==> config.mk <==
export PLATFORM = sky130hd
export DESIGN_NAME = sfep_flash_seq
export DESIGN_NICKNAME = d
export VERILOG_FILES = /design/src/sfep_pkg.sv /design/src/sfep_stream_if.sv /design/src/sfep_fifo.sv /design/src/sfep_flash_seq.sv
export SDC_FILE = /design/constraint.sdc
export NUM_CORES = 2
export LEC_CHECK = 0
export BUFFER_PORTS_ARGS = -buffer_cell sky130_fd_sc_hd__buf_2
export CELL_PAD_IN_SITES_DETAIL_PLACEMENT = 1
export CELL_PAD_IN_SITES_GLOBAL_PLACEMENT = 1
export CORE_UTILIZATION = 55
export CTS_BUF_LIST = sky130_fd_sc_hd__clkbuf_8
export DETAILED_ROUTE_END_ITERATION = 12
export PLACE_DENSITY_LB_ADDON = 0.2
export SYNTH_ARGS = -nofsm -noshare
export SYNTH_HDL_FRONTEND = slang
export SYNTH_SLANG_ARGS = --single-unit
==> constraint.sdc <==
create_clock -name sys_clk -period 8.9 [get_ports sys_clk]
set_clock_uncertainty 0.15 [all_clocks]
set_input_delay 1.78 -clock sys_clk [delete_from_list [all_inputs] [get_ports sys_clk]]
set_output_delay 1.78 -clock sys_clk [all_outputs]
set_load 0.01 [all_outputs]
==> src/sfep_pkg.sv <==
`default_nettype none

package sfep_pkg;

  // Command opcodes
  localparam logic [7:0] OPC_WRITE_UNLOCK = 8'h06;
  localparam logic [7:0] OPC_SMALL_WIPE = 8'h20;
  localparam logic [7:0] OPC_LARGE_WIPE = 8'hD8;
  localparam logic [7:0] OPC_ARRAY_WIPE = 8'h60;
  localparam logic [7:0] OPC_PAGE_WRITE = 8'h02;
  localparam logic [7:0] OPC_QUAD_PAGE_WRITE = 8'h38;

  // Frame byte counts: opcode, then three address bytes, then data
  localparam logic [3:0] BYTES_OPCODE_ONLY = 4'h1;
  localparam logic [3:0] BYTES_ADDR_LAST = 4'h3;
  localparam logic [3:0] BYTES_WITH_ADDR = 4'h4;
  localparam logic [3:0] BYTES_WITH_DATA = 4'h5;
  localparam logic [3:0] BYTES_SAT = 4'hF;

  // Protection: 64 blocks of 64K, upper blocks protected first
  localparam logic [6:0] PROT_BLOCKS = 7'h40;
  localparam logic [3:0] PROT_LEVEL_ALL = 4'h7;
  localparam logic [3:0] PROT_LEVEL_NONE = 4'h0;

  localparam logic [7:0] ERASED_BYTE = 8'hFF;
  localparam int unsigned PAGE_BYTES = 256;
  localparam int unsigned FIFO_DEPTH = 32;
  localparam int unsigned ARR_WORD_W = 34;

  // Self-timed cycle lengths
  localparam int unsigned CLK_MHZ = 100;
  localparam int unsigned SMALL_WIPE_TIME_US = 100;
  localparam int unsigned LARGE_WIPE_TIME_US = 1000;
  localparam int unsigned ARRAY_WIPE_TIME_US = 10000;
  localparam int unsigned PAGE_WRITE_TIME_US = 50;
  localparam int unsigned SMALL_WIPE_CYC = SMALL_WIPE_TIME_US * CLK_MHZ;
  localparam int unsigned LARGE_WIPE_CYC = LARGE_WIPE_TIME_US * CLK_MHZ;
  localparam int unsigned ARRAY_WIPE_CYC = ARRAY_WIPE_TIME_US * CLK_MHZ;
  localparam int unsigned PAGE_WRITE_CYC = PAGE_WRITE_TIME_US * CLK_MHZ;

  typedef enum logic [1:0] {
    ARR_SMALL = 2'b00,
    ARR_LARGE = 2'b01,
    ARR_ALL = 2'b10,
    ARR_PROG = 2'b11
  } sfep_arr_op_t;

  typedef enum logic [0:0] {
    ST_IDLE = 1'b0,
    ST_RUN = 1'b1
  } sfep_state_t;

endpackage

`default_nettype wire

==> src/sfep_stream_if.sv <==
`timescale 1ns/1ps
`default_nettype none

interface sfep_stream_if #(parameter int unsigned WIDTH = 8);
  logic [WIDTH-1:0] data;
  logic valid;
  logic ready;
  modport src(output data, output valid, input ready);
  modport snk(input data, input valid, output ready);
endinterface

`default_nettype wire

==> src/sfep_fifo.sv <==
`timescale 1ns/1ps
`default_nettype none

// DEPTH must be a power of two
module sfep_fifo #(
  parameter int unsigned WIDTH = 8,
  parameter int unsigned DEPTH = 32
) (
  input wire logic sys_clk, // System clock
  input wire logic nrst, // Async reset, active low
  sfep_stream_if.snk inPort, // Filling side
  sfep_stream_if.src outPort // Draining side
);
  localparam int unsigned AW = $clog2(DEPTH);

  typedef struct packed {
    logic [AW-1:0] wr;
    logic [AW-1:0] rd;
    logic [AW:0] cnt;
  } sfep_fifo_st_t;

  sfep_fifo_st_t state_q;
  sfep_fifo_st_t state_d;
  logic [WIDTH-1:0] mem [DEPTH];
  logic push;
  logic pop;

  assign inPort.ready = state_q.cnt != (AW+1)'(DEPTH);
  assign outPort.valid = state_q.cnt != '0;
  assign outPort.data = mem[state_q.rd];
  assign push = inPort.valid && inPort.ready;
  assign pop = outPort.valid && outPort.ready;

  always_comb begin
    state_d = state_q;
    if (push) begin
      state_d.wr = AW'(state_q.wr + 1'b1);
    end
    if (pop) begin
      state_d.rd = AW'(state_q.rd + 1'b1);
    end
    state_d.cnt = (AW+1)'(state_q.cnt + push - pop);
  end

  always_ff @(posedge sys_clk or negedge nrst) begin
    if (!nrst) begin
      state_q <= '0;
    end else begin
      state_q <= state_d;
    end
  end

  always_ff @(posedge sys_clk) begin
    if (push) begin
      mem[state_q.wr] <= inPort.data;
    end
  end
endmodule

`default_nettype wire

==> src/sfep_flash_seq.sv <==
// Summary of operation
// Small wipe sets 4K sector to ones
// Host sends unlock before erase or write
// Sector chosen by address bits A12 upward
// Erase needs select release on byte boundary
// Small wipe: opcode then three address bytes
// Busy during cycle; end clears busy, latch
// No small wipe on protected area
// Large wipe sets containing 64K block ones
// Large wipe: opcode then three address bytes
// No large wipe on protected block
// Array wipe: opcode only, no address
// Array wipe only with protect level zero
// Page write only clears bits to zero
// Beyond 256 bytes keep last 256
// Low address byte wraps within page
// Short write leaves other page bytes
// Page write: opcode, address, data bytes
// Page write released after full byte
// No page write on protected page
// Quad write needs unlock and lane enable
// Quad write address, data on four lanes
// Host may slow clock for quad data
// Commands refused while cycle is running
// Without unlock latch, command is ignored
// Rejected command leaves busy low
`timescale 1ns/1ps
`default_nettype none

module sfep_flash_seq #(
  parameter int unsigned SMALL_WIPE_CYC = sfep_pkg::SMALL_WIPE_CYC,
  parameter int unsigned LARGE_WIPE_CYC = sfep_pkg::LARGE_WIPE_CYC,
  parameter int unsigned ARRAY_WIPE_CYC = sfep_pkg::ARRAY_WIPE_CYC,
  parameter int unsigned PAGE_WRITE_CYC = sfep_pkg::PAGE_WRITE_CYC
) (
  input wire logic sys_clk, // System clock, 100 MHz
  input wire logic nrst, // Async reset, active low
  input wire logic serialClk, // Host serial clock pin
  input wire logic chipSelectN, // Host select pin, active low
  input wire logic [3:0] ioLaneIn, // Data lanes in, lane 0 is serial in
  output logic [3:0] ioLaneOut, // Data lanes out
  output logic [3:0] ioLaneOeN, // Lane drive enable, active low
  input wire logic [3:0] protectLevelBits, // Protection level
  input wire logic fourLaneEnable, // Allows quad page write
  output logic busyFlag, // Internal cycle running
  output logic writeUnlockLatch, // Write unlock latch
  output logic arrValid, // Array operation valid
  input wire logic arrReady, // Array accepts operation
  output logic [1:0] arrOp, // Array operation kind
  output logic [23:0] arrAddr, // Array byte address
  output logic [7:0] arrData // Array data, ones for erase
);

  typedef struct packed {
    logic [2:0] sclkSync;
    logic [2:0] csSync;
    logic [3:0] io1;
    logic [3:0] io2;
    logic [7:0] shift;
    logic [2:0] bitCnt;
    logic [3:0] byteCnt;
    logic [7:0] cmd;
    logic [23:0] addr;
    logic [7:0] col;
    logic quad;
    logic write_unlock_latch;
    logic [255:0] mask;
    sfep_pkg::sfep_state_t st;
    logic [31:0] timer;
    logic [8:0] scan;
    sfep_pkg::sfep_arr_op_t op;
    logic [23:0] opAddr;
    logic pushPend;
  } sfep_seq_st_t;

  sfep_seq_st_t state_q;
  sfep_seq_st_t state_d;
  logic [7:0] pageMem [sfep_pkg::PAGE_BYTES];

  logic sclkRise;
  logic csLow;
  logic csFall;
  logic csRise;
  logic busy;
  logic [3:0] bitNext;
  logic [7:0] newByte;
  logic byteDone;
  logic capture;
  logic [7:0] scanIdx;
  logic scanHit;
  logic welSet;
  logic startOk;
  sfep_pkg::sfep_arr_op_t startOp;
  logic [23:0] startAddr;
  logic [31:0] startCyc;

  sfep_stream_if #(.WIDTH(sfep_pkg::ARR_WORD_W)) pushIf ();
  sfep_stream_if #(.WIDTH(sfep_pkg::ARR_WORD_W)) popIf ();

  // Upper blocks are protected first; level 7 and above covers all
  function automatic logic isProt(input logic [3:0] lvl, input logic [23:0] a);
    logic [6:0] span;
    begin
      if (lvl == sfep_pkg::PROT_LEVEL_NONE) begin
        span = 7'h00;
      end else if (lvl >= sfep_pkg::PROT_LEVEL_ALL) begin
        span = sfep_pkg::PROT_BLOCKS;
      end else begin
        span = 7'(7'h01 << (lvl - 4'h1));
      end
      return (7'(a[21:16]) + span) >= sfep_pkg::PROT_BLOCKS;
    end
  endfunction

  function automatic logic isPageCmd(input logic [7:0] c);
    return c == sfep_pkg::OPC_PAGE_WRITE || c == sfep_pkg::OPC_QUAD_PAGE_WRITE;
  endfunction

  // Edges seen after the second sync stage only
  assign sclkRise = state_q.sclkSync[1] && !state_q.sclkSync[2];
  assign csLow = !state_q.csSync[1];
  assign csFall = !state_q.csSync[1] && state_q.csSync[2];
  assign csRise = state_q.csSync[1] && !state_q.csSync[2];
  assign busy = state_q.st == sfep_pkg::ST_RUN;
  assign bitNext = {1'b0, state_q.bitCnt} + (state_q.quad ? 4'h4 : 4'h1);
  assign newByte = state_q.quad ? {state_q.shift[3:0], state_q.io2}
                                 : {state_q.shift[6:0], state_q.io2[0]};
  assign byteDone = sclkRise && csLow && bitNext[3];
  // Data bytes of a page write are only kept while idle
  assign capture = byteDone && !busy && isPageCmd(state_q.cmd)
                   && state_q.byteCnt >= sfep_pkg::BYTES_WITH_ADDR;
  assign scanIdx = state_q.scan[7:0];
  assign scanHit = !state_q.scan[8] && state_q.mask[scanIdx];

  // Lanes are input only here; status leaves on busyFlag
  assign ioLaneOut = 4'h0;
  assign ioLaneOeN = 4'hF;
  assign busyFlag = busy;
  assign writeUnlockLatch = state_q.write_unlock_latch;

  assign pushIf.valid = busy && (state_q.pushPend || scanHit);
  assign pushIf.data = state_q.pushPend
      ? {state_q.op, state_q.opAddr, sfep_pkg::ERASED_BYTE}
      : {sfep_pkg::ARR_PROG, state_q.opAddr[23:8], scanIdx, pageMem[scanIdx]};
  assign popIf.ready = arrReady;
  assign arrValid = popIf.valid;
  assign arrOp = popIf.data[33:32];
  assign arrAddr = popIf.data[31:8];
  assign arrData = popIf.data[7:0];

  sfep_fifo #(
    .WIDTH(sfep_pkg::ARR_WORD_W),
    .DEPTH(sfep_pkg::FIFO_DEPTH)
  ) u_fifo (
    .sys_clk(sys_clk),
    .nrst(nrst),
    .inPort(pushIf),
    .outPort(popIf)
  );

  // Decision taken at select release
  always_comb begin
    welSet = 1'b0;
    startOk = 1'b0;
    startOp = sfep_pkg::ARR_PROG;
    startAddr = state_q.addr;
    startCyc = PAGE_WRITE_CYC;
    if (csRise && !busy && state_q.bitCnt == 3'h0) begin
      case (state_q.cmd)
        sfep_pkg::OPC_WRITE_UNLOCK: begin
          welSet = state_q.byteCnt == sfep_pkg::BYTES_OPCODE_ONLY;
        end
        sfep_pkg::OPC_SMALL_WIPE: begin
          startOk = state_q.byteCnt == sfep_pkg::BYTES_WITH_ADDR && state_q.write_unlock_latch
                    && !isProt(protectLevelBits, state_q.addr);
          startOp = sfep_pkg::ARR_SMALL;
          startAddr = {state_q.addr[23:12], 12'h000};
          startCyc = SMALL_WIPE_CYC;
        end
        sfep_pkg::OPC_LARGE_WIPE: begin
          startOk = state_q.byteCnt == sfep_pkg::BYTES_WITH_ADDR && state_q.write_unlock_latch
                    && !isProt(protectLevelBits, state_q.addr);
          startOp = sfep_pkg::ARR_LARGE;
          startAddr = {state_q.addr[23:16], 16'h0000};
          startCyc = LARGE_WIPE_CYC;
        end
        sfep_pkg::OPC_ARRAY_WIPE: begin
          startOk = state_q.byteCnt == sfep_pkg::BYTES_OPCODE_ONLY && state_q.write_unlock_latch
                    && protectLevelBits == sfep_pkg::PROT_LEVEL_NONE;
          startOp = sfep_pkg::ARR_ALL;
          startAddr = 24'h00_0000;
          startCyc = ARRAY_WIPE_CYC;
        end
        sfep_pkg::OPC_PAGE_WRITE, sfep_pkg::OPC_QUAD_PAGE_WRITE: begin
          startOk = state_q.byteCnt >= sfep_pkg::BYTES_WITH_DATA && state_q.write_unlock_latch
                    && !isProt(protectLevelBits, state_q.addr)
                    && (state_q.cmd == sfep_pkg::OPC_PAGE_WRITE || state_q.quad);
        end
        default: begin
          startOk = 1'b0;
        end
      endcase
    end
  end

  always_comb begin
    state_d = state_q;
    state_d.sclkSync = {state_q.sclkSync[1:0], serialClk};
    state_d.csSync = {state_q.csSync[1:0], chipSelectN};
    state_d.io1 = ioLaneIn;
    state_d.io2 = state_q.io1;
    if (csFall) begin
      state_d.bitCnt = 3'h0;
      state_d.byteCnt = 4'h0;
      state_d.quad = 1'b0;
      // Mask still feeds the running program scan
      if (!busy) begin
        state_d.mask = '0;
      end
    end else if (sclkRise && csLow) begin
      state_d.shift = newByte;
      state_d.bitCnt = bitNext[2:0];
      if (bitNext[3]) begin
        if (state_q.byteCnt == 4'h0) begin
          state_d.cmd = newByte;
          state_d.quad = newByte == sfep_pkg::OPC_QUAD_PAGE_WRITE && fourLaneEnable;
        end else if (state_q.byteCnt <= sfep_pkg::BYTES_ADDR_LAST) begin
          state_d.addr = {state_q.addr[15:0], newByte};
          state_d.col = newByte;
        end
        if (capture) begin
          // Column wrap overwrites the oldest bytes of the page
          state_d.mask[state_q.col] = 1'b1;
          state_d.col = state_q.col + 8'h01;
        end
        if (state_q.byteCnt != sfep_pkg::BYTES_SAT) begin
          state_d.byteCnt = state_q.byteCnt + 4'h1;
        end
      end
    end
    case (state_q.st)
      sfep_pkg::ST_IDLE: begin
        if (welSet) begin
          state_d.write_unlock_latch = 1'b1;
        end
        if (startOk) begin
          state_d.st = sfep_pkg::ST_RUN;
          state_d.op = startOp;
          state_d.opAddr = startAddr;
          state_d.timer = startCyc;
          state_d.pushPend = startOp != sfep_pkg::ARR_PROG;
          state_d.scan = (startOp == sfep_pkg::ARR_PROG) ? 9'h000 : 9'h100;
        end
      end
      sfep_pkg::ST_RUN: begin
        if (state_q.timer != 32'h0000_0000) begin
          state_d.timer = state_q.timer - 32'h0000_0001;
        end
        // A stalled array keeps the cycle busy past its nominal time
        if (state_q.pushPend) begin
          if (pushIf.ready) begin
            state_d.pushPend = 1'b0;
          end
        end else if (!state_q.scan[8] && (!scanHit || pushIf.ready)) begin
          state_d.scan = state_q.scan + 9'h001;
        end
        if (state_q.timer == 32'h0000_0000 && !state_q.pushPend && state_q.scan[8]) begin
          state_d.st = sfep_pkg::ST_IDLE;
          state_d.write_unlock_latch = 1'b0;
        end
      end
      default: begin
        state_d.st = sfep_pkg::ST_IDLE;
      end
    endcase
  end

  always_ff @(posedge sys_clk or negedge nrst) begin
    if (!nrst) begin
      state_q <= '0;
    end else begin
      state_q <= state_d;
    end
  end

  always_ff @(posedge sys_clk) begin
    if (capture) begin
      pageMem[state_q.col] <= newByte;
    end
  end
endmodule

`default_nettype wire

==> results by group <==
Timing
  • Unrepaired setup endpoints after global routing: false
  • Clock period minus worst slack: 6.44 ns
  • PnR worst setup slack: 2.46 ns
  • Worst slew margin: 0.120
  • Hold violation total from the final report: 0
  • Summed negative setup slack over all endpoints: 0 ns
  • # setup viols final: 0
  • Ratio of final minimum period to clock period: 0.723
  • Measured slew at the worst slew-check pin: ~1.3 ns
  • Achievable clock frequency: about 0.16 GHz
  • Number of pins with negative max-slew slack in the final report: 0

Power
  • Leakage power summed over all cells: just over 50 nW
  • Switching power total: 8.59 mW
  • Sum of internal, switching and leakage power: 35.1 mW
  • Clock power frac: 0.376
  • IR Drop Worst-Case VDD: 259 µV
  • Cell Int Power: 26.5 mW
  • Gate power share: 0.083
  • Switching portion of total power: 0.245
  • Pwr/cell area: about 230 nW/µm²
  • Power share of the sequential group: 0.541

GRT
  • Residual overflow from global routing: 0
  • Number of antenna violations at the first check in global routing: 11
  • Number of global-route vias before repair: 74.1k
  • Largest net degree at the start of global routing: 257
  • Global-route wire length before repair: between 500,000 and 600,000 µm
  • Total GRT Usage: 0.285

Layout
  • Area taken by multi-input logic gates: 33,100 µm²
  • Utilization of the core after routing: 0.612
  • Nets@finish: 7,155
  • Post-Layout Inst Area: 154,000 µm²
  • Sequential standard cell area: 104,000 µm²
  • Fraction of final layout cells sized beyond drive strength 1: 0.280
  • Fillers: between 20k and 25k
  • Synth-to-layout area growth: 10.5%
  • Commonest non-fill, non-tap cells in the layout: edfxtp_1, mux4_2, clkbuf_8
  • Most common cell after layout, fill and taps aside: edfxtp_1

Clocking
  • Post-CTS Repair Setup Buffers: 0
  • Post-CTS sizing: 0
  • CTS tree: done
  • CTS Hold Buffers Added: 0
  • Clk Tree Root Cell: clkbuf_8
  • Number of clock buffers inserted by TritonCTS: roughly 590
  • Clock transition at path regs: 0.06 ns
  • Number of clock sinks seen by CTS: ~3.5k
  • Largest buffer count on any clock path: 4
  • Clock Latency Late Sink: roughly 1.1 ns
  • H-tree levels: 6

Detailed routing
  • DRT Pass-1 Iters: 10
  • Post-detailed-route DRC marker count: 10
  • Aggregate routed wire length: 360,000 µm
  • Routed wire per std cell: 33.1 µm
  • Via density per instance: 6.44
  • First-iteration detailed-routing DRC count: 7,473
  • Post-route ant nets: 0
  • Met1 Routed Length: 143,000 µm
  • Wire length on met2: about 180,000 µm
  • Top Layer Used: met5
  • Routed length on met3: 25,700 µm
  • Via total after detailed routing: 70.1k

Placed design
  • Post-Place Worst Slack: 2.89 ns
  • Port-buffer cells: 50
  • Total cell area at the placement stage: 143,000 µm²
  • Half-perimeter wire length after placement: between 150,000 and 200,000 µm
  • Final estimated routing congestion in global placement: 0.797

Worst setup path
  • Critical path launch point type: flop
  • Required time at the endpoint of the critical path: about 7 ns
  • Kind of end point of the critical path: primary output
  • Highest net fanout along the worst path: roughly 140
  • Classification of the worst setup path: reg2out
  • Register-to-Register Path Depth: 10
  • Data arrival time of the critical path: 4.51 ns
  • Reg2Reg Setup Slack: 2.93 ns
  • Worst setup path endpoint: arrAddr[3]
  • Critical path origin: u_fifo.state_q[7]$_DFFE_PN0P_
  • Terminus of the critical flop-to-flop path: u_fifo.mem[4][7]$_DFFE_PP_
  • Crit Reg-Reg Startpoint: scanIdx[0]$_DFFE_PN0P_

Yosys
  • Asr flop ratio synth: 0.116
  • Xor and xnor fraction of the mapped netlist area: 0.00182
  • Post-synthesis adder-cell area fraction: 0.00307
  • Number of flip-flops and latches in the synthesized netlist: 3,547
  • Synth Area in Simple Gates: 0.0330
  • Largest family of logic cells by synthesized area: multiplexers
  • Post-synthesis cell count: 6,745
  • Synthesis Warnings: 0
  • Area fraction in compound gates after synthesis: 0.0183
  • Number of enable-type register cells in the synthesized netlist: 3,136
  • Mux cell area share after synthesis: 0.180
  • Mean instance size in the synthesized netlist: approximately 21 µm²
  • Sequential area share after synthesis: 0.749
  • Predominant post-synthesis flop cell: edfxtp_1
  • Number of distinct standard cells referenced by the synthesized netlist: 77
  • Mapped cell area: between 100,000 and 150,000 µm²

Floorplan
  • I/O pins: between 50 and 60
  • Die ar.: 255,000 µm²
  • Die Height: 505 µm
  • Horizontal die dimension: roughly 510 µm
  • Std cell rows: 184
  • Core region area: 252,000 µm²
  • Initial Util: 0.554

Outcome
  • Status: complete, but fails checks
  • Failing checks: DRC

Job
  • Max-Cap Viols: 0

Worst hold path
  • Class of the most critical hold timing path: reg2reg
  • Critical hold path startpoint: state_d[383]$_DFF_PN0_
## routing by layer
metal  global-route usage  vias to the layer above
li1                     -                    28300
met1                0.397                    37900
met2                0.467                     3198
met3               0.0472                      623
met4               0.0906                        6
met5                    0                        -
## Yosys cell counts (3+ instances only)
master / number / area share
a2111oi_0: 4 / 0.00025
a211o_1: 4 / 0.00025
a211oi_1: 6 / 0.00032
a21o_1: 10 / 0.00054
a21oi_1: 306 / 0.011
a221o_1: 5 / 0.00036
a221oi_1: 4 / 0.00025
a22oi_1: 14 / 0.00075
a31o_2: 4 / 0.00025
a31oi_1: 4 / 0.00018
and2_1: 31 / 0.0014
and3_1: 35 / 0.0016
and4_1: 3 / 0.00019
buf_1: 48 / 0.0013
buf_2: 58 / 0.0021
buf_4: 28 / 0.0015
buf_6: 8 / 0.00065
clkbuf_1: 277 / 0.0075
dfrtp_1: 411 / 0.074
edfxtp_1: 3136 / 0.68
ha_1: 31 / 0.0028
inv_1: 35 / 0.00094
mux2_2: 48 / 0.0039
mux2i_1: 46 / 0.0033
mux4_2: 1071 / 0.17
nand2_1: 215 / 0.0058
nand2b_1: 13 / 0.00058
nand3_1: 26 / 0.00093
nand3b_1: 6 / 0.00032
nand4_1: 13 / 0.00058
nor2_1: 604 / 0.016
nor2b_1: 14 / 0.00063
nor3_1: 41 / 0.0015
nor3b_1: 10 / 0.00054
nor4_1: 13 / 0.00058
o211ai_1: 11 / 0.00059
o21ai_0: 50 / 0.0018
o221ai_1: 4 / 0.00025
or2_2: 6 / 0.00027
or3_1: 12 / 0.00054
or4_1: 7 / 0.00038
xnor2_1: 18 / 0.0011
xor2_1: 11 / 0.00069
## worst max-delay path, stage by stage, from the launching register on
cell and delay (ns):
dfrtp_4 1.02, buf_12 0.67, mux4_2 0.42, mux4_2 0.49, mux2_2 0.37, buf_2 0.18
## kinds of logic after synthesis
kind of cell / Yosys count
DFF: 3547
muxes: 1166
and+or+nand+nor: 1063
buffers and inverters: 457
AOI/OAI and AO/OA: 448
adders and majority gates: 33
xor gates and xnor gates: 29
other: 2
## final cells by class
class                      instances  share of cell area
multi-input combinational       2747               0.215
clock inverter                   397              0.0131
tap                             3348              0.0272
antenna                            6           0.0000975
inverter                          36             0.00123
timing repair buffer             188             0.00955
sequential                      3547               0.678
clock buffer                     618              0.0552
## worst min path at each step
stage,cells after the start,endpoint,slack (ns)
after floorplan,0,state_d[392]$_DFF_PN0_,0.18
after global placement,0,state_d[395]$_DFF_PN0_,0.18
after detailed placement,0,state_q[383]$_DFF_PN0_,0.19
after CTS,0,state_q[383]$_DFF_PN0_,0.19
after global routing,0,state_q[385]$_DFF_PN0_,0.21
final,0,state_q[383]$_DFF_PN0_,0.19
## metrics by stage
step / hold WS [ns] / std cells
2_1_floorplan: 0.181 / 6751
6_report: 0.189 / 10900
4_1_cts: 0.194 / 10900
3_3_place_gp: 0.182 / 9866
5_1_grt: 0.206 / 10900
3_5_place_dp: 0.186 / 9866
## power groups by stage
stage	sequential [mW]	clock (mW)	combinational [mW]
finish	19.0	13.2	2.92
detailed placement	19.3	0	2.97
global placement	19.3	0	2.88
global route	19.0	14.0	3.11
floorplan	19.2	0	2.08
CTS	19.0	13.4	2.96
## registers in the layout, indices dropped and copies added, names as in the netlist
signal            cells
pageMem            2048
u_fifo.mem         1088
state_q             377
u_fifo.state_q       16
scanIdx               8
state_d               8
busyFlag              1
writeUnlockLatch      1
No activity file was read; power rests on OpenSTA's default activity.
